--- src/rtl/ocmp_params.svh ---
// register map, field positions and reset values for the output compare channel
`ifndef OCMP_PARAMS_SVH
`define OCMP_PARAMS_SVH

`define OFS_CTRL 4'h0
`define OFS_PRI 4'h1
`define OFS_SEC 4'h2
`define OFS_IRQ_STAT 4'h3
`define OFS_IRQ_MASK 4'h4
`define OFS_PERIOD 4'h5

`define BIT_MODE_LO 0
`define BIT_TSEL 3
`define BIT_FAULT 4
`define BIT_IDLE_STOP 13

`define IRQ_MATCH 0
`define IRQ_FAULT 1
`define IRQ_W 2

`define CTRL_RESET 16'h0000
`define PERIOD_RESET 16'hffff

`endif

--- src/rtl/ocmp_pkg.sv ---
// types shared by the output compare channel
package ocmp_pkg;
   typedef enum logic [2:0] {
      M_OFF = 3'b000,
      M_RISE = 3'b001,
      M_FALL = 3'b010,
      M_TOGGLE = 3'b011,
      M_SINGLE = 3'b100,
      M_CONT = 3'b101,
      M_PWM = 3'b110,
      M_PWM_FLT = 3'b111
   } compare_mode_t;
endpackage

--- src/rtl/output_compare_channel.sv ---
// output compare channel with avalon-mm register slave
// -----------------------------------------------------------------
// Operation
// timer select bit 3 picks time base b when set, else time base a
// count compared against one or two compare registers depending on mode
// pin level changes when selected count equals relevant compare value
// mode 000 disables channel, pin to port logic, no interrupt
// mode 001 starts pin low, match forces high, interrupt on rise
// mode 010 starts pin high, match forces low, interrupt on fall
// mode 011 keeps level on entry, toggles per match, interrupts both edges
// mode 100 starts low, one single pulse, interrupt on its fall
// mode 101 starts low, repeating pulses, interrupt on each fall
// mode 110 pulse-width generator, fault ignored, no interrupt
// mode 111 pulse-width with fault watched, interrupt on fault falling edge
// pulse-width entry starts pin low if primary is zero, else high
// fault status bit 4 set by fault in mode 111, cleared by hardware
// idle-stop bit 13 halts channel during processor idle
// software stops timer before rewriting control registers
// only channels 0 and 1 raise a dma request
// pulse modes set pin on primary match, clear on secondary match
// pulse-width sets pin at period start, clears on duty match
// fault low forces pin inactive until mode rewritten
// -----------------------------------------------------------------
`timescale 1ns/1ps
`include "ocmp_params.svh"

module output_compare_channel
   import ocmp_pkg::*;
#(
   parameter int CHANNEL = 0,
   parameter int W = 16
) (
   // clock and reset
   input wire logic clk,
   input wire logic rst,
   input wire logic clk_en,
   // avalon-mm slave
   input wire logic [3:0] address,
   input wire logic read,
   input wire logic write,
   input wire logic [31:0] writedata,
   input wire logic [3:0] byteenable,
   output logic [31:0] readdata,
   output logic waitrequest,
   // time bases and system
   input wire logic [W-1:0] time_base_a,
   input wire logic [W-1:0] time_base_b,
   input wire logic cpu_idle,
   input wire logic fault_input_pin,
   // outputs
   output logic compare_output_pin,
   output logic pin_owned,
   output logic irq,
   output logic dma_req
);

   // -----------------------------------------------------------------
   // registers
   // -----------------------------------------------------------------
   logic [15:0] ctrl_q;
   logic [W-1:0] primary_compare_reg;
   logic [W-1:0] secondary_compare_reg;
   logic [W-1:0] period_q;
   logic [`IRQ_W-1:0] stat_q;
   logic [`IRQ_W-1:0] mask_q;
   logic fault_q;
   logic pin_q;
   logic done_q;
   logic flt_prev_q;
   logic ack_q;
   logic [31:0] rdata_q;
   logic [2:0] prev_mode_q;
   logic [W-1:0] prev_cnt_q;

   compare_mode_t mode;
   logic [W-1:0] cnt;
   logic run;
   logic hit_pri;
   logic hit_sec;
   logic new_cnt;
   logic entered;
   logic pin_d;
   logic ev_match;
   logic ev_fault;
   logic bus_wr;
   logic lo_en;
   logic wr_ok;
   logic entry_level;
   logic match_level;
   logic period_start;
   logic fault_hold;
   logic [`IRQ_W-1:0] stat_ev;

   assign mode = compare_mode_t'(ctrl_q[`BIT_MODE_LO +: 3]);
   assign cnt = ctrl_q[`BIT_TSEL] ? time_base_b : time_base_a;
   // idle halts only when the stop bit asks for it
   assign run = clk_en && !(ctrl_q[`BIT_IDLE_STOP] && cpu_idle);
   // match only once per count value, since the timer may dwell on it
   assign new_cnt = cnt != prev_cnt_q;
   assign hit_pri = new_cnt && (cnt == primary_compare_reg);
   assign hit_sec = new_cnt && (cnt == secondary_compare_reg);
   assign entered = ctrl_q[2:0] != prev_mode_q;
   // a write lands on the edge that also shows waitrequest low
   assign bus_wr = write && ack_q;
   assign lo_en = byteenable[0] || byteenable[1];
   assign wr_ok = clk_en && bus_wr && lo_en;

   // -----------------------------------------------------------------
   // pin behaviour
   // -----------------------------------------------------------------
   // level forced on mode entry, before any match is looked at
   always_comb begin
      entry_level = pin_q;
      case (mode)
         M_OFF: begin
            entry_level = 1'b0;
         end
         M_RISE: begin
            entry_level = 1'b0;
         end
         M_FALL: begin
            entry_level = 1'b1;
         end
         M_TOGGLE: begin
            entry_level = pin_q;
         end
         M_SINGLE, M_CONT: begin
            entry_level = 1'b0;
         end
         M_PWM, M_PWM_FLT: begin
            entry_level = primary_compare_reg != '0;
         end
         default: begin
            entry_level = pin_q;
         end
      endcase
   end

   assign period_start = new_cnt && (cnt == '0);
   // fault keeps the pin down even after the fault input recovers
   assign fault_hold = (mode == M_PWM_FLT) && (fault_q || !fault_input_pin);

   // level after this cycle's matches while the mode stands
   always_comb begin
      match_level = pin_q;
      case (mode)
         M_RISE: begin
            if (hit_pri) begin
               match_level = 1'b1;
            end
         end
         M_FALL: begin
            if (hit_pri) begin
               match_level = 1'b0;
            end
         end
         M_TOGGLE: begin
            if (hit_pri) begin
               match_level = !pin_q;
            end
         end
         M_SINGLE: begin
            if (hit_pri && !done_q) begin
               match_level = 1'b1;
            end
            if (hit_sec && pin_q) begin
               match_level = 1'b0;
            end
         end
         M_CONT: begin
            if (hit_pri) begin
               match_level = 1'b1;
            end
            if (hit_sec) begin
               match_level = 1'b0;
            end
         end
         M_PWM, M_PWM_FLT: begin
            // period start wins over a duty match; with a duty of zero it sets the pin low
            if (period_start) begin
               match_level = primary_compare_reg != '0;
            end else if (hit_pri) begin
               match_level = 1'b0;
            end
            if (fault_hold) begin
               match_level = 1'b0;
            end
         end
         default: begin
            match_level = pin_q;
         end
      endcase
   end

   assign pin_d = entered ? entry_level : match_level;

   // -----------------------------------------------------------------
   // events
   // -----------------------------------------------------------------
   always_comb begin
      ev_match = 1'b0;
      case (mode)
         M_RISE: begin
            ev_match = !pin_q && pin_d;
         end
         M_FALL: begin
            ev_match = pin_q && !pin_d;
         end
         M_TOGGLE: begin
            ev_match = pin_q != pin_d;
         end
         M_SINGLE, M_CONT: begin
            ev_match = pin_q && !pin_d;
         end
         default: begin
            ev_match = 1'b0;
         end
      endcase
      // entry levels are set up, not matched, so they raise nothing
      if (entered) begin
         ev_match = 1'b0;
      end
   end

   assign ev_fault = mode == M_PWM_FLT && flt_prev_q && !fault_input_pin;
   assign stat_ev[`IRQ_MATCH] = ev_match;
   assign stat_ev[`IRQ_FAULT] = ev_fault;

   // -----------------------------------------------------------------
   // channel state
   // -----------------------------------------------------------------
   always_ff @(posedge clk) begin
      if (rst) begin
         pin_q <= 1'b0;
      end else if (run) begin
         pin_q <= pin_d;
      end
   end

   // history for mode entry, count change and fault edge detection
   always_ff @(posedge clk) begin
      if (rst) begin
         prev_mode_q <= 3'h0;
         prev_cnt_q <= '0;
         // idle level of the fault pin, so reset shows no false edge
         flt_prev_q <= 1'b1;
      end else if (run) begin
         prev_mode_q <= ctrl_q[2:0];
         prev_cnt_q <= cnt;
         flt_prev_q <= fault_input_pin;
      end
   end

   // single pulse spent; only a new mode rearms it
   always_ff @(posedge clk) begin
      if (rst) begin
         done_q <= 1'b0;
      end else if (run) begin
         if (entered) begin
            done_q <= 1'b0;
         end else if (mode == M_SINGLE && pin_q && !pin_d) begin
            done_q <= 1'b1;
         end
      end
   end

   // fault flag: hardware sets, cleared by hardware when the mode changes or is not 111
   always_ff @(posedge clk) begin
      if (rst) begin
         fault_q <= 1'b0;
      end else if (run) begin
         if (ev_fault) begin
            fault_q <= 1'b1;
         end else if (mode != M_PWM_FLT || entered) begin
            fault_q <= 1'b0;
         end
      end
   end

   // -----------------------------------------------------------------
   // outputs
   // -----------------------------------------------------------------
   always_ff @(posedge clk) begin
      if (rst) begin
         compare_output_pin <= 1'b0;
         pin_owned <= 1'b0;
         dma_req <= 1'b0;
         irq <= 1'b0;
      end else if (clk_en) begin
         compare_output_pin <= pin_q;
         pin_owned <= mode != M_OFF;
         dma_req <= (CHANNEL < 2) && run && (ev_match || ev_fault);
         irq <= |(stat_q & mask_q);
      end
   end

   // -----------------------------------------------------------------
   // register slave: one wait cycle per access
   // -----------------------------------------------------------------
   always_ff @(posedge clk) begin
      if (rst) begin
         ack_q <= 1'b0;
         waitrequest <= 1'b1;
      end else if (clk_en) begin
         ack_q <= (read || write) && !ack_q;
         waitrequest <= !((read || write) && !ack_q);
      end
   end

   // software rewrites assume the timer is stopped beforehand
   always_ff @(posedge clk) begin
      if (rst) begin
         ctrl_q <= `CTRL_RESET;
      end else if (wr_ok && address == `OFS_CTRL) begin
         // only the implemented bits take writes; the fault bit is read only
         ctrl_q[`BIT_MODE_LO +: 3] <= writedata[`BIT_MODE_LO +: 3];
         ctrl_q[`BIT_TSEL] <= writedata[`BIT_TSEL];
         ctrl_q[`BIT_IDLE_STOP] <= writedata[`BIT_IDLE_STOP];
      end
   end

   always_ff @(posedge clk) begin
      if (rst) begin
         primary_compare_reg <= '0;
      end else if (wr_ok && address == `OFS_PRI) begin
         primary_compare_reg <= writedata[W-1:0];
      end
   end

   always_ff @(posedge clk) begin
      if (rst) begin
         secondary_compare_reg <= '0;
      end else if (wr_ok && address == `OFS_SEC) begin
         secondary_compare_reg <= writedata[W-1:0];
      end
   end

   // period is kept for software only; the count wrap marks period start
   always_ff @(posedge clk) begin
      if (rst) begin
         period_q <= W'(`PERIOD_RESET);
      end else if (wr_ok && address == `OFS_PERIOD) begin
         period_q <= writedata[W-1:0];
      end
   end

   always_ff @(posedge clk) begin
      if (rst) begin
         mask_q <= '0;
      end else if (wr_ok && address == `OFS_IRQ_MASK) begin
         mask_q <= writedata[`IRQ_W-1:0];
      end
   end

   // sticky status, set wins over write-one-to-clear
   for (genvar i = 0; i < `IRQ_W; i++) begin : g_stat
      always_ff @(posedge clk) begin
         if (rst) begin
            stat_q[i] <= 1'b0;
         end else if (clk_en) begin
            if (run && stat_ev[i]) begin
               stat_q[i] <= 1'b1;
            end else if (wr_ok && address == `OFS_IRQ_STAT && writedata[i]) begin
               stat_q[i] <= 1'b0;
            end
         end
      end
   end

   // -----------------------------------------------------------------
   // read data
   // -----------------------------------------------------------------
   // loaded when the read is first seen, stands until the next read
   always_ff @(posedge clk) begin
      if (rst) begin
         rdata_q <= 32'h0000_0000;
      end else if (clk_en && read && !ack_q) begin
         case (address)
            `OFS_CTRL: begin
               rdata_q <= {16'h0000, ctrl_q[15:5], fault_q, ctrl_q[3:0]};
            end
            `OFS_PRI: begin
               rdata_q <= 32'(primary_compare_reg);
            end
            `OFS_SEC: begin
               rdata_q <= 32'(secondary_compare_reg);
            end
            `OFS_PERIOD: begin
               rdata_q <= 32'(period_q);
            end
            `OFS_IRQ_STAT: begin
               rdata_q <= 32'(stat_q);
            end
            `OFS_IRQ_MASK: begin
               rdata_q <= 32'(mask_q);
            end
            default: begin
               rdata_q <= 32'h0000_0000;
            end
         endcase
      end
   end

   assign readdata = rdata_q;

endmodule // output_compare_channel

--- config.mk ---
export PLATFORM = sky130hd
export DESIGN_NAME = output_compare_channel
export DESIGN_NICKNAME = d
export VERILOG_FILES = /design/src/rtl/ocmp_pkg.sv /design/src/rtl/output_compare_channel.sv
export VERILOG_INCLUDE_DIRS = /design/src /design/src/rtl
export SDC_FILE = /design/constraint.sdc
export NUM_CORES = 1
export LEC_CHECK = 0
export BUFFER_PORTS_ARGS = -buffer_cell sky130_fd_sc_hd__buf_2
export CAP_MARGIN = 15
export CORE_ASPECT_RATIO = 0.7
export CORE_MARGIN = 5
export CORE_UTILIZATION = 61
export CTS_BUF_LIST = sky130_fd_sc_hd__clkbuf_4
export CTS_CLUSTER_DIAMETER = 60
export DETAILED_ROUTE_END_ITERATION = 16
export PLACE_DENSITY = 0.93
export SLEW_MARGIN = 20
export SYNTH_ARGS = -nofsm -noshare
export SYNTH_HDL_FRONTEND = slang
export SYNTH_SLANG_ARGS = --single-unit
--- constraint.sdc ---
create_clock -name clk -period 8.75 [get_ports clk]
set_input_delay 0.4375 -clock clk [delete_from_list [all_inputs] [get_ports clk]]
set_output_delay 0.4375 -clock clk [all_outputs]
set_load 0.02 [all_outputs]
Yosys cells after proc, flatten, opt, wreduce, memory -nomap -nowiden
Cells that the tools add are included.

storage, ports and cells
  flip-flop bits (word level) = 118
  bits of input ports = 79
  output and inout bits = 37
  word-level logic and storage cells = 122

operators by class
  eq/ne operators = 18
  muxes and demuxes = 23
  bitwise gates (word level) = 1
  reductions and logical operators = 60

operators with widths
  cell                                                                    count
  16-bit case mux with 6 select lines                                     1
  16-bit equality test                                                    2
  1-bit logical AND                                                       31
  1-bit two-way mux                                                       18
  16-bit zero test                                                        1
  16-bit two-way mux                                                      1
  16-bit inequality test                                                  1
  16-bit nonzero test                                                     1
  3-bit equality test (second input constant)                             4
  4-bit by 2-bit equality test with 1-bit output (second input constant)  2
  4-bit by 3-bit equality test with 1-bit output (second input constant)  2
  2-bit AND reduction                                                     4
  2-bit nonzero test                                                      4
  1-bit zero test                                                         7
  3-bit by 2-bit equality test with 1-bit output (second input constant)  2
  1-bit case mux with 6 select lines                                      1
  1-bit logical OR                                                        5
  4-bit by 1-bit equality test with 1-bit output (second input constant)  1
  4-bit zero test                                                         1
  1-bit case mux with 4 select lines                                      1
  2-bit OR reduction                                                      2
  4-bit OR reduction                                                      1
  3-bit by 1-bit equality test with 1-bit output (second input constant)  1
  3-bit zero test                                                         1
  7 further kinds                                                         7

Longest topological paths before layout
Gate-level depths: netlist (run 1).

  depth in word-level cells = 15
  gate-level depth with buffers = 21
  gate-level depth less buffers = 20

Worst setup path after synthesis (run 1)
OpenSTA, ideal clock, no wires.

  path type = register -> register
  start = register ctrl_q[3]
  end = register dma_req
  library setup time = 0.132 ns
  arrival time = 3.196 ns
  required time = 8.618 ns
  path slack = 5.422 ns
  stages on the path, launching flop included = 21
  path buffers = 1
  period minus slack after synthesis = 3.328 ns
  cells stage by stage = dfxtp_1 buf_6 mux2i_4 xor2_1 nand4_1 nor4_1 nand2_1 ha_1 mux2i_1 a21oi_1 nand2_1 o311a_1 and2_4 a21oi_1 ha_1 nand2_1 o211ai_1 o21ai_0 a22o_1 nand2_1 a21oi_1

between the ends
  cells in the longest elaborated chain, start to end = 14
  elaborated cells between the ends (all ways) = 28
  classes of those cells = eq/ne: 4; mux: 13; reduce/logical: 11

RTL lines
  element                                                         RTL line                                                                                     text
  start: declaration                                              output_compare_channel.sv:60                                                                 logic [15:0] ctrl_q;
  start signal: assignment                                        output_compare_channel.sv:313                                                                ctrl_q <= `CTRL_RESET;
  start signal: indexed assignment                                output_compare_channel.sv:316                                                                ctrl_q[`BIT_MODE_LO +: 3] <= writedata[`BIT_MODE_LO +: 3];
  start signal: indexed assignment                                output_compare_channel.sv:317                                                                ctrl_q[`BIT_TSEL] <= writedata[`BIT_TSEL];
  16-bit two-way mux *                                            output_compare_channel.sv:95                                                                 assign cnt = ctrl_q[`BIT_TSEL] ? time_base_b : time_base_a;
  16-bit inequality test or 16-bit equality test (tied branches)  output_compare_channel.sv:99, output_compare_channel.sv:100
  1-bit logical AND                                               output_compare_channel.sv:100                                                                assign hit_pri = new_cnt && (cnt == primary_compare_reg);
  1-bit two-way mux or 1-bit logical AND (tied branches)          output_compare_channel.sv:153, output_compare_channel.sv:182, output_compare_channel.sv:163
  1-bit two-way mux, on equally long branches                     output_compare_channel.sv:180, output_compare_channel.sv:163
  1-bit two-way mux, on equally long branches                     output_compare_channel.sv:185, output_compare_channel.sv:166
  1-bit case mux with 6 select lines *                            output_compare_channel.sv:146                                                                case (mode)
  1-bit two-way mux *                                             output_compare_channel.sv:195                                                                assign pin_d = entered ? entry_level : match_level;
  net pin_d                                                       output_compare_channel.sv:82                                                                 logic pin_d;
  1-bit zero test                                                 output_compare_channel.sv:207, output_compare_channel.sv:213
  1-bit logical AND                                               output_compare_channel.sv:207, output_compare_channel.sv:213
  1-bit case mux with 3 select lines *                            output_compare_channel.sv:202                                                                case (mode)
  1-bit two-way mux *                                             output_compare_channel.sv:220                                                                if (entered) begin
  1-bit logical OR *                                              output_compare_channel.sv:292                                                                dma_req <= (CHANNEL < 2) && run && (ev_match || ev_fault);
  1-bit logical AND *                                             output_compare_channel.sv:292
  end signal: assignment                                          output_compare_channel.sv:292
  end: declaration                                                output_compare_channel.sv:54                                                                 output logic dma_req

Mark *: on every way through the listed nets, which the timed path passes. The rest lies on a longest branch.
A chain may end at the register's enable or synchronous reset.

Final worst setup path (run 1)
  start = register ctrl_q[3]
  end = register stat_q[0]

between the ends
  cells in the longest elaborated chain, start to end = 15
  elaborated cells between the ends (all ways) = 30
  classes of those cells = eq/ne: 4; mux: 14; reduce/logical: 12

RTL lines
  element                                                         RTL line                                                                                     text
  16-bit two-way mux *                                            output_compare_channel.sv:95
  16-bit inequality test or 16-bit equality test (tied branches)  output_compare_channel.sv:99, output_compare_channel.sv:100
  1-bit logical AND                                               output_compare_channel.sv:100
  1-bit two-way mux or 1-bit logical AND (tied branches)          output_compare_channel.sv:153, output_compare_channel.sv:182, output_compare_channel.sv:163
  1-bit two-way mux, on equally long branches                     output_compare_channel.sv:180, output_compare_channel.sv:163
  1-bit two-way mux, on equally long branches                     output_compare_channel.sv:185, output_compare_channel.sv:166
  1-bit case mux with 6 select lines *                            output_compare_channel.sv:146
  1-bit two-way mux *                                             output_compare_channel.sv:195
  net pin_d                                                       output_compare_channel.sv:82
  1-bit zero test                                                 output_compare_channel.sv:207, output_compare_channel.sv:213
  1-bit logical AND                                               output_compare_channel.sv:207, output_compare_channel.sv:213
  1-bit case mux with 3 select lines *                            output_compare_channel.sv:202
  1-bit two-way mux *                                             output_compare_channel.sv:220
  1-bit logical AND *                                             output_compare_channel.sv:361                                                                if (run && stat_ev[i]) begin
  2-bit nonzero test (no source line)                             -
  2-bit AND reduction (no source line)                            -
  end signal: indexed assignment                                  output_compare_channel.sv:359                                                                stat_q[i] <= 1'b0;
  end signal: indexed assignment                                  output_compare_channel.sv:362                                                                stat_q[i] <= 1'b1;
  end signal: indexed assignment                                  output_compare_channel.sv:364                                                                stat_q[i] <= 1'b0;
  end: declaration                                                output_compare_channel.sv:64                                                                 logic [`IRQ_W-1:0] stat_q;

Marked as above.

==> run summary, run 1 <==
=====================================================================================
Post_cts resized .......................................................            0
Internal ...............................................................     0.582 mW
Clk slew on worst S/H paths ............................................       190 ps
Antenna diode count ....................................................            0
Final weighted congestion in routability-driven placement ..............        0.879
Summed negative setup slack over all endpoints .........................         0 ps
Type of the setup path with the least slack ............................ flip-flop to flip-flop
Max capacitance violation total ........................................            0
Area added between synthesis and finish ................................        9.75%
Adder-cell share of the synthesized area ...............................      0.00933
Final period util ......................................................        0.526
Worst slew margin ......................................................        0.291
Most frequent standard cell in the layout excluding fill and tap cells .      dfxtp_1
Largest family of logic cells by synthesized area ...................... simple AND/OR/NAND/NOR gates
Number of fill cells in the layout .....................................          677
Summed instance area of the synthesized netlist ........................    5370 um^2
Initial standard-cell utilization of the core ..........................        0.630
Proportion of layout cells with a drive suffix above 1 .................        0.193
Most used cells in the layout excluding fill and tap cells ............. 101 x dfxtp_1, 88 x nand2_1, 81 x buf_2
Clock buffer count from CTS ............................................            9
Number of cells produced by synthesis ..................................          619
Maximum clock rate .....................................................      217 MHz
Sink Count .............................................................          102
Count of endpoints failing hold in the final timing report .............            0
Clock insertion delay at the later pin of the skew report ..............       480 ps
Total DRC errors in the routed layout ..................................            0
Sort of element at the start of the critical path ......................    flip-flop
Utilization after layout ...............................................        0.692
Multiplexer fraction of the synthesized cell area ......................       0.0903
Post-detailed-route wirelength per cell ................................      17.3 um
Transition time at the pin with the least slew margin ..................      1060 ps
Remaining antenna violation count after routing ........................            0
Row Count ..............................................................           28
Post-CTS Setup Repair Bufs .............................................            0
Die Width ..............................................................       122 um
Total global-route track usage .........................................        0.253
Most frequently used flop master after synthesis .......................      dfxtp_1
Min Clock Period, post-route ...........................................      4600 ps
Unrepaired setup endpoints after global routing ........................           no
Via count normalized by instance count .................................         6.04
Fraction of synthesized cell area in xor and xnor cells ................       0.0847
GRT busiest layer ......................................................         met2
Total of buffers placed on input and output ports ......................           81
Leftover overflow at the end of global routing .........................            0
Seq/Total Area, Yosys ..................................................        0.381
Max-slew violation count ...............................................            0
Fraction of synthesis flops using an asynchronous set or reset pin .....            0
Drt initial violations .................................................          524
Max IR drop VDD ........................................................       118 uV
Worst EP required ......................................................      9090 ps
Fraction of met2 tracks used by global routing .........................        0.403
Vias in the first global route .........................................        4,467
Core region area .......................................................    8510 um^2
First-pass GRT wire length .............................................    21,900 um
TritonCTS clock tree ...................................................         done
EDFF count, synth ......................................................            0
Hold Buf Count CTS .....................................................            0
Outcome ................................................................ complete, no violations
Flip-flop and latch count after synthesis ..............................          102
Total wire length after detailed routing ...............................    13,800 um
Maximum number of pins on one net before global-route repair ...........          103
Routed vias ............................................................        4,816
Compound-Gate Fraction of Synth Area ...................................        0.174
Smallest hold slack ....................................................       182 ps
Switching fraction of total power ......................................        0.303
Hold Path Class ........................................................ input pin to flip-flop
Antenna violations before repair .......................................            0
Net Switching ..........................................................     0.253 mW
Final HPWL DP ..........................................................    10,000 um
Top fanout value on the critical path ..................................           20
DR pass1 iterations ....................................................            6
Power share of the clock group .........................................        0.304
Final clock skew .......................................................      21.8 ps
Clock tree buffer depth ................................................            2
Number of top-level pins ...............................................          116
Simple-gate share of the synthesized area ..............................        0.201
Area enclosed by the die boundary ......................................  10,800 um^2
Pwr dens ...............................................................  142 nW/um^2
Number of H-tree levels ................................................            3
Number of distinct library cells after synthesis .......................           48
Mean cell area of the mapped netlist ...................................    8.67 um^2
Height of the chip .....................................................      88.5 um
Grt met1 use ...........................................................        0.345
Net count of the finished layout .......................................          756
Leakage power ..........................................................      2.18 nW
Critical path arrival ..................................................      4940 ps
Count of final setup violators .........................................            0
GR Layer Usage met3 ....................................................       0.0767
Critical path capture point type .......................................    flip-flop
Combinational cell fraction of total power .............................        0.122
Power share of the sequential group ....................................        0.573
Ys Warns ...............................................................            0
Clock Tree Root ........................................................     clkbuf_4
=====================================================================================
cells by family (layout without fill, tap and decap cells):
group                    Yosys count  count (layout)
AND/OR/NAND/NOR                  231             231
AO/OA/AOI/OAI                    138             138
flip-flops                       102             102
buffers and inverters             63             107
XOR/XNOR                          51              51
multiplexers                      29              29
adder cells (fa/ha/maj)            4               4
other                              1              16
power groups by stage:
stage          registers (mW)  logic [mW]  clock network [mW]
3_3_place_gp            0.488      0.0959                   0
4_1_cts                 0.479       0.101               0.255
5_1_grt                 0.480       0.110               0.274
6_report                0.479       0.102               0.254
2_1_floorplan           0.488      0.0684                   0
3_5_place_dp            0.488       0.100                   0
path summary, 6_finish.rpt:
path,start,end,slack [ps],cells past startpoint
min,writedata[12],period_q[12],180,2
min reg2reg,prev_mode_q[2],prev_mode_q[2],480,2
max reg2reg,ctrl_q[3],stat_q[0],4150,19
max,ctrl_q[3],stat_q[0],4150,19
critical path: stages, from the launching register on:
cell and delay (ps):
dfxtp_2 1070, mux2i_4 460, xor2_1 210, nand4_1 120, nor4_1 380, nand2_1 180, ha_1 300, mux2i_1 140
a21oi_1 80, nand2_1 90, o311a_1 190, and2_4 160, a21oi_1 70, ha_1 290, nand2_1 50, o211ai_1 120
o21ai_0 120, a22o_1 230, nand2_1 140, a21oi_1 80
metrics by stage:
stage	power, mW	setup WS, ps	area, um^2	cells
after detailed placement	0.589	4180	5730	782
final	0.835	4150	5890	798
after floorplan	0.557	5420	5420	634
after CTS	0.835	4170	5880	798
after global placement	0.583	4380	5730	782
after global routing	0.864	3880	5890	798
cell usage after synthesis, types with 2 or more instances:
cell        n  share of area
dfxtp_1   102           0.38
nand2_1    88          0.062
nor2_1     68          0.048
a21oi_1    62          0.058
clkbuf_1   37          0.026
xor2_1     31          0.051
nor2b_1    19          0.022
xnor2_1    19          0.031
a211o_1    17          0.028
a211oi_1   17          0.024
a222oi_1   16          0.030
buf_4      16          0.022
mux2i_4    15          0.063
nand4_1    12          0.014
nor4_1     12          0.014
mux2i_1    11          0.021
o21ai_0     9         0.0084
a22o_1      6         0.0098
nor3_1      6         0.0056
inv_1       5         0.0035
nand3_1     5         0.0047
ha_1        4         0.0093
nand2b_1    4         0.0047
a21o_1      3         0.0042
buf_1       3         0.0021
nor4b_1     3         0.0049
o211ai_1    3         0.0042
and2_1      2         0.0023
mux2_2      2         0.0042
nor3b_1     2         0.0028
nor4b_2     2         0.0056
or4_1       2         0.0028
per-layer routing:
metal	part of all wire	routed length, um
met1	0.43	5980
met2	0.44	6100
met3	0.12	1650
met4	0.0075	104
met5	0	0
cell type report:
type | count | area (um^2) | area share
timing repair buffer | 86 | 443 | 0.0752
inverter | 5 | 18.8 | 0.00319
sequential | 102 | 2040 | 0.347
tap | 120 | 150 | 0.0255
multi-input combinational | 469 | 3080 | 0.523
clock buffer | 9 | 67.6 | 0.0115
clock inverter | 7 | 83.8 | 0.0142
(Power assumes the default switching activity.)
==> inputs of run 2 (changes only) <==
CORE_UTILIZATION = 51   (was 61)
PLACE_DENSITY = 0.83   (was 0.93)
clock period = 4.2 ns   (was 8.75 ns; I/O delays follow)
==> run 2 against run 1 <==
Clock skew shrank 2.5 ps. Non-clock buffer count increased by 26. Wire length up 5.2%. Maximum frequency increased by 18%. Die area increased by 18%. Final area rose by 4.5%. Power rose by 110%. Via count rose by 1.0%. Worst hold slack got worse by 130 ps. Largest cell class unchanged. Count of clock-buffer cells in the layout did not move.
==> run summary, run 2 (synthesized netlist as in run 1, its figures left out) <==
=====================================================================================
Power share of the sequential group ....................................        0.563   was 0.573
Power share of the clock group .........................................        0.306   was 0.304
Post-layout instance count excluding filler cells ......................          836   was 798
Sink Count .............................................................          102   unchanged
Leftover overflow at the end of global routing .........................            0   unchanged
Area enclosed by the die boundary ......................................  12,700 um^2   was 10,800 um^2
TritonCTS clock tree ...................................................         done   unchanged
Clock tree buffer depth ................................................            2   unchanged
Combinational cell fraction of total power .............................        0.131   was 0.122
Most used cells in the layout excluding fill and tap cells ............. 101 x dfxtp_1, 88 x nand2_1, 81 x buf_2   unchanged
Max IR drop VDD ........................................................       237 uV   was 118 uV
DR pass1 iterations ....................................................            7   was 6
Total wire length after detailed routing ...............................    14,600 um   was 13,800 um
Sort of element at the start of the critical path ......................    flip-flop   unchanged
Remaining antenna violation count after routing ........................            0   unchanged
Min Clock Period, post-route ...........................................      3900 ps   was 4600 ps
Worst EP required ......................................................      4540 ps   was 9090 ps
Clk slew on worst S/H paths ............................................       160 ps   was 190 ps
Leakage power ..........................................................      2.30 nW   was 2.18 nW
Max capacitance violation total ........................................            0   unchanged
Number of fill cells in the layout .....................................          918   was 677
Total global-route track usage .........................................        0.223   was 0.253
Post-detailed-route wirelength per cell ................................      17.4 um   was 17.3 um
Top fanout value on the critical path ..................................           14   was 20
Net Switching ..........................................................     0.501 mW   was 0.253 mW
Total DRC errors in the routed layout ..................................            0   unchanged
Switching fraction of total power ......................................        0.283   was 0.303
Internal ...............................................................      1.27 mW   was 0.582 mW
Summed negative setup slack over all endpoints .........................         0 ps   unchanged
Clock buffer count from CTS ............................................            9   unchanged
Proportion of layout cells with a drive suffix above 1 .................        0.199   was 0.193
Worst slew margin ......................................................        0.348   was 0.291
Total of buffers placed on input and output ports ......................           81   unchanged
Pwr dens ...............................................................  288 nW/um^2   was 142 nW/um^2
Number of H-tree levels ................................................            3   unchanged
Count of placed standard cells including taps ..........................          800   was 782
Vias in the first global route .........................................        4,684   was 4,467
Type of the setup path with the least slack ............................ flip-flop to flip-flop   unchanged
Number of top-level pins ...............................................          116   unchanged
Hold Path Class ........................................................ input pin to flip-flop   unchanged
Max-slew violation count ...............................................            0   unchanged
Final weighted congestion in routability-driven placement ..............        0.896   was 0.879
Final clock skew .......................................................      19.3 ps   was 21.8 ps
Net count of the finished layout .......................................          782   was 756
Count of endpoints failing hold in the final timing report .............            0   unchanged
Count of final setup violators .........................................            0   unchanged
Area added between synthesis and finish ................................        14.7%   was 9.75%
Most frequent standard cell in the layout excluding fill and tap cells .      dfxtp_1   unchanged
Row Count ..............................................................           31   was 28
Initial standard-cell utilization of the core ..........................        0.520   was 0.630
Drt initial violations .................................................          484   was 524
Final HPWL DP ..........................................................    10,600 um   was 10,000 um
Final period util ......................................................        0.929   was 0.526
Core region area .......................................................  10,300 um^2   was 8510 um^2
Outcome ................................................................ complete, no violations   unchanged
First-pass GRT wire length .............................................    22,900 um   was 21,900 um
Unrepaired setup endpoints after global routing ........................           no   unchanged
Critical path capture point type .......................................    flip-flop   unchanged
Die Width ..............................................................       133 um   was 122 um
Antenna violations before repair .......................................            0   unchanged
Routed vias ............................................................        4,866   was 4,816
Antenna diode count ....................................................            0   unchanged
Maximum clock rate .....................................................      256 MHz   was 217 MHz
Via count normalized by instance count .................................         5.82   was 6.04
Clock Tree Root ........................................................     clkbuf_4   unchanged
Maximum number of pins on one net before global-route repair ...........           57   was 103
Transition time at the pin with the least slew margin ..................       978 ps   was 1060 ps
Critical path arrival ..................................................      4240 ps   was 4940 ps
Clock insertion delay at the later pin of the skew report ..............       480 ps   about the same
Height of the chip .....................................................      95.8 um   was 88.5 um
=====================================================================================
[run 2: worst max-delay path, stage by stage, from the launching register on]
cell	delay (ps)
dfxtp_2	380
buf_12	210
mux2i_4	350
xor2_1	210
nand4_1	150
nor4_2	310
nand2_1	140
ha_1	280
mux2i_1	130
a21oi_1	90
nand2_1	100
o311a_1	190
and2_4	160
a21oi_1	70
ha_1	290
nand2_1	50
o211ai_1	130
o21ai_0	120
a22o_1	210
nand2_1	130
a21oi_1	80
[run 2: repair_timing]
| action | 4_1_cts | 5_1_grt |
|---|---|---|
| hold buffers | 16 | 0 |
| endpoints found under the hold margin | 44 | 0 |
| setup endpoints to repair | 0 | 2 |
| resized for setup | 0 | 1 |
| setup buffers | 0 | 4 |
[run 2: metrics by stage]
stage / util / hold slack, ps / total power, mW / setup WS [ps] / instance area (um^2)
after global placement: 0.562 / 443 / 1.22 / 424 / 5800
after floorplan: - / 328 / 1.16 / 872 / 5420
after global routing: 0.596 / 36.7 / 1.83 / 16.2 / 6150
after detailed placement: 0.562 / 449 / 1.23 / 243 / 5800
final: 0.596 / 55.6 / 1.77 / 300 / 6150
after CTS: 0.592 / 0.527 / 1.77 / 227 / 6110
[run 2: power groups by stage]
stage / clock network (mW) / registers [mW] / logic, mW
after floorplan: 0 / 1.02 / 0.142
after global placement: 0 / 1.02 / 0.204
after detailed placement: 0 / 1.02 / 0.213
after CTS: 0.550 / 0.996 / 0.226
after global routing: 0.580 / 0.999 / 0.250
final: 0.541 / 0.996 / 0.231
[run 2: final timing paths]
path	from	to	slack [ps]	cells past startpoint
min reg2reg	prev_mode_q[2]	prev_mode_q[2]	480	2
max	ctrl_q[3]	dma_req	300	20
max reg2reg	ctrl_q[3]	dma_req	300	20
min	writedata[0]	period_q[0]	60	2
[run 2: layout make-up]
type	instances	area, um^2	area share
clock buffer	9	67.6	0.0110
clock inverter	7	81.3	0.0132
multi-input combinational	469	3090	0.502
inverter	5	18.8	0.00305
tap	132	165	0.0268
timing repair buffer	112	691	0.112
sequential	102	2040	0.332
[run 2: metal layers]
metal | global-route usage | wire [um] | vias to the layer above
met5 | 0 | 0 | -
met2 | 0.350 | 6410 | 227
met1 | 0.306 | 6580 | 2319
met4 | 0.0510 | 124 | 0
li1 | - | - | 2304
met3 | 0.0643 | 1440 | 16
==> inputs of run 3 (changes only) <==
CORE_MARGIN = not set   (was 5)
PLACE_DENSITY = 0.87   (was 0.83)
==> run 3 against run 2 <==
Power about the same. Register-to-register slack got worse by 110 ps. Via count increased by 1.0%. Non-clock buffer count unchanged. Global-route usage increased by 4.3 points. Critical path type unchanged. Critical endpoint unchanged. Largest cell class unchanged. Highest routed layer unchanged.
==> run summary, run 3 (synthesized netlist as in run 1, its figures left out) <==
=====================================================================================
Proportion of layout cells with a drive suffix above 1 .................        0.200   was 0.199
Outcome ................................................................ complete, no violations   unchanged
Maximum clock rate .....................................................      250 MHz   was 256 MHz
Net count of the finished layout .......................................          782   unchanged
Utilization after layout ...............................................        0.618   was 0.596
Antenna diode count ....................................................            0   unchanged
Critical R2R Capture ...................................................      dma_req   unchanged
Clock insertion delay at the later pin of the skew report ..............       470 ps   was 480 ps
Number of fill cells in the layout .....................................          862   was 918
Transition time at the pin with the least slew margin ..................       976 ps   was 978 ps
Leakage power ..........................................................      2.29 nW   was 2.30 nW
Worst path slowest cell ................................................      dfxtp_4   was dfxtp_2
Area added between synthesis and finish ................................        14.5%   was 14.7%
Total DRC errors in the routed layout ..................................            0   unchanged
Worst reg-to-reg path cell count .......................................           20   unchanged
Worst path most repeated cell ..........................................      nand2_1   unchanged
Final weighted congestion in routability-driven placement ..............        0.847   was 0.896
Final HPWL DP ..........................................................    10,400 um   was 10,600 um
Sort of element at the start of the critical path ......................    flip-flop   unchanged
Worst slew margin ......................................................        0.349   was 0.348
Routed vias ............................................................        4,917   was 4,866
Max-slew violation count ...............................................            0   unchanged
Type of the setup path with the least slack ............................ flip-flop to flip-flop   unchanged
Startpoint of the most critical hold path .............................. writedata[1]   was writedata[0]
Initial standard-cell utilization of the core ..........................        0.539   was 0.520
Count of endpoints failing hold in the final timing report .............            0   unchanged
Clock tree buffer depth ................................................            2   unchanged
Hold Path Sink ......................................................... secondary_compare_reg[1]   was period_q[0]
Total of buffers placed on input and output ports ......................           81   unchanged
Total wire length after detailed routing ...............................    14,400 um   was 14,600 um
Cell-by-cell trace of the critical path ................................ buf_4 > mux2i_4 > xnor2_1 > nor4_1 > nand4_1 > nand2_1 > ha_1 > mux2i_1 > a21oi_1 > nand2_1 > o311a_1 > and2_4 > a21oi_1 > ha_1 > nand2_1 > o211ai_1 > o21ai_0 > a22o_1 > nand2_1 > a21oi_1   was buf_12 > mux2i_4 > xor2_1 > nand4_1 > nor4_2 > nand2_1 > ha_1 > mux2i_1 > a21oi_1 > nand2_1 > o311a_1 > and2_4 > a21oi_1 > ha_1 > nand2_1 > o211ai_1 > o21ai_0 > a22o_1 > nand2_1 > a21oi_1
Max IR drop VDD ........................................................       234 uV   was 237 uV
Final clock skew .......................................................      16.7 ps   was 19.3 ps
Drt initial violations .................................................          542   was 484
Vias in the first global route .........................................        4,512   was 4,684
Number of buffer and inverter stages on the critical path ..............            1   unchanged
Min Clock Period, post-route ...........................................      4010 ps   was 3900 ps
First-pass GRT wire length .............................................    23,200 um   was 22,900 um
Via count normalized by instance count .................................         5.91   was 5.82
Critical path capture point type .......................................    flip-flop   unchanged
Clock buffer count from CTS ............................................            9   unchanged
Count of final setup violators .........................................            0   unchanged
Leftover overflow at the end of global routing .........................            0   unchanged
Clock Tree Root ........................................................     clkbuf_4   unchanged
Worst EP required ......................................................      4540 ps   about the same
Die Width ..............................................................       125 um   was 133 um
Antenna violations before repair .......................................            0   unchanged
Number of top-level pins ...............................................          116   unchanged
Critical path's top delay family ....................................... simple AND/OR/NAND/NOR gates   unchanged
Final period util ......................................................        0.954   was 0.929
Max capacitance violation total ........................................            0   unchanged
Height of the chip .....................................................      87.8 um   was 95.8 um
Worst reg-to-reg setup slack ...........................................       190 ps   was 300 ps
Maximum number of pins on one net before global-route repair ...........           57   unchanged
Summed negative setup slack over all endpoints .........................         0 ps   unchanged
Most used cells in the layout excluding fill and tap cells ............. 101 x dfxtp_1, 88 x nand2_1, 81 x buf_2   unchanged
Pwr dens ...............................................................  288 nW/um^2   about the same
Remaining antenna violation count after routing ........................            0   unchanged
Core region area .......................................................    9950 um^2   was 10,300 um^2
TritonCTS clock tree ...................................................         done   unchanged
Reg2reg start ..........................................................    ctrl_q[3]   unchanged
Clk slew on worst S/H paths ............................................       170 ps   was 160 ps
Sink Count .............................................................          102   unchanged
Hold path cells ........................................................            3   was 2
Top fanout value on the critical path ..................................            6   was 14
DR pass1 iterations ....................................................            5   was 7
Slowest cell delay on critical path ....................................       450 ps   was 380 ps
Total global-route track usage .........................................        0.266   was 0.223
Most frequent standard cell in the layout excluding fill and tap cells .      dfxtp_1   unchanged
Number of H-tree levels ................................................            3   unchanged
Post-detailed-route wirelength per cell ................................      17.3 um   was 17.4 um
Area enclosed by the die boundary ......................................  10,900 um^2   was 12,700 um^2
Critical path arrival ..................................................      4340 ps   was 4240 ps
Hold Path Class ........................................................ input pin to flip-flop   unchanged
Row Count ..............................................................           30   was 31
Unrepaired setup endpoints after global routing ........................           no   unchanged
=====================================================================================
==> run 3: cell count changes in the layout (fill, tap and decap cells not counted) <==
cell	previous run	this run
buf_4	14	15
dfxtp_4	0	1
dfxtp_2	1	0
clkinv_4	2	0
dlygate4sd3_1	16	15
inv_8	2	1
inv_6	0	2
clkinvlp_4	1	2
==> run 3: tightest hold or removal path: cells and delay by family <==
| kind | cells | cell delay (ps) |
|---|---|---|
| AND/OR/NAND/NOR | 1 | 70 |
| AO/OA/AOI/OAI | 1 | 50 |
| buffers and inverters | 1 | 150 |
==> run 3: how the worst max path moves through the flow <==
stage / startpoint / to / cells after the start
finish: ctrl_q[3] / dma_req / 20
global route: ctrl_q[3] / dma_req / 21
floorplan: ctrl_q[3] / dma_req / 20
CTS: ctrl_q[3] / dma_req / 20
detailed placement: ctrl_q[3] / stat_q[0] / 20
global placement: ctrl_q[3] / stat_q[0] / 20
==> run 3: cell type report <==
cell class,instances,area (um^2),area share
Multi-Input combinational cell,469,3090,0.502
Timing Repair Buffer,112,688,0.112
Clock buffer,9,67.6,0.0110
Clock inverter,7,77.6,0.0126
Tap cell,128,160,0.0261
Inverter,5,18.8,0.00305
Sequential cell,102,2050,0.333
==> run 3: per-layer routing <==
layer  GRT usage  share of wire  up-vias
met4      0.0526         0.0090        0
met3      0.0599          0.093       17
met2       0.425           0.44      246
met5           0              0        -
li1            -              -     2310
met1       0.370           0.46     2344
==> run 3: through the flow <==
stage | setup WS, ps | cells | cell area, um^2 | hold slack (ps) | power [mW]
6_report | 194 | 832 | 6140 | 24.9 | 1.77
2_1_floorplan | 872 | 634 | 5420 | 328 | 1.16
3_5_place_dp | 87.3 | 796 | 5800 | 451 | 1.23
3_3_place_gp | 254 | 796 | 5790 | 440 | 1.22
5_1_grt | 13.9 | 832 | 6140 | 2.71 | 1.83
4_1_cts | 39.2 | 827 | 6090 | 7.55 | 1.77
==> run 3: power by group <==
group	switching, mW	total [mW]	internal, mW
clock network	0.354	0.542	0.188
logic	0.137	0.230	0.0925
registers	0.0121	0.996	0.984
total	0.503	1.77	1.26
==> run 3: timing repair <==
item                                    in CTS  in global routing
hold endpoints to repair                    43                  0
hold buffers                                15                  0
resized for setup                            0                  2
endpoints found under the setup margin       0                  2
buffers inserted                             0                  5
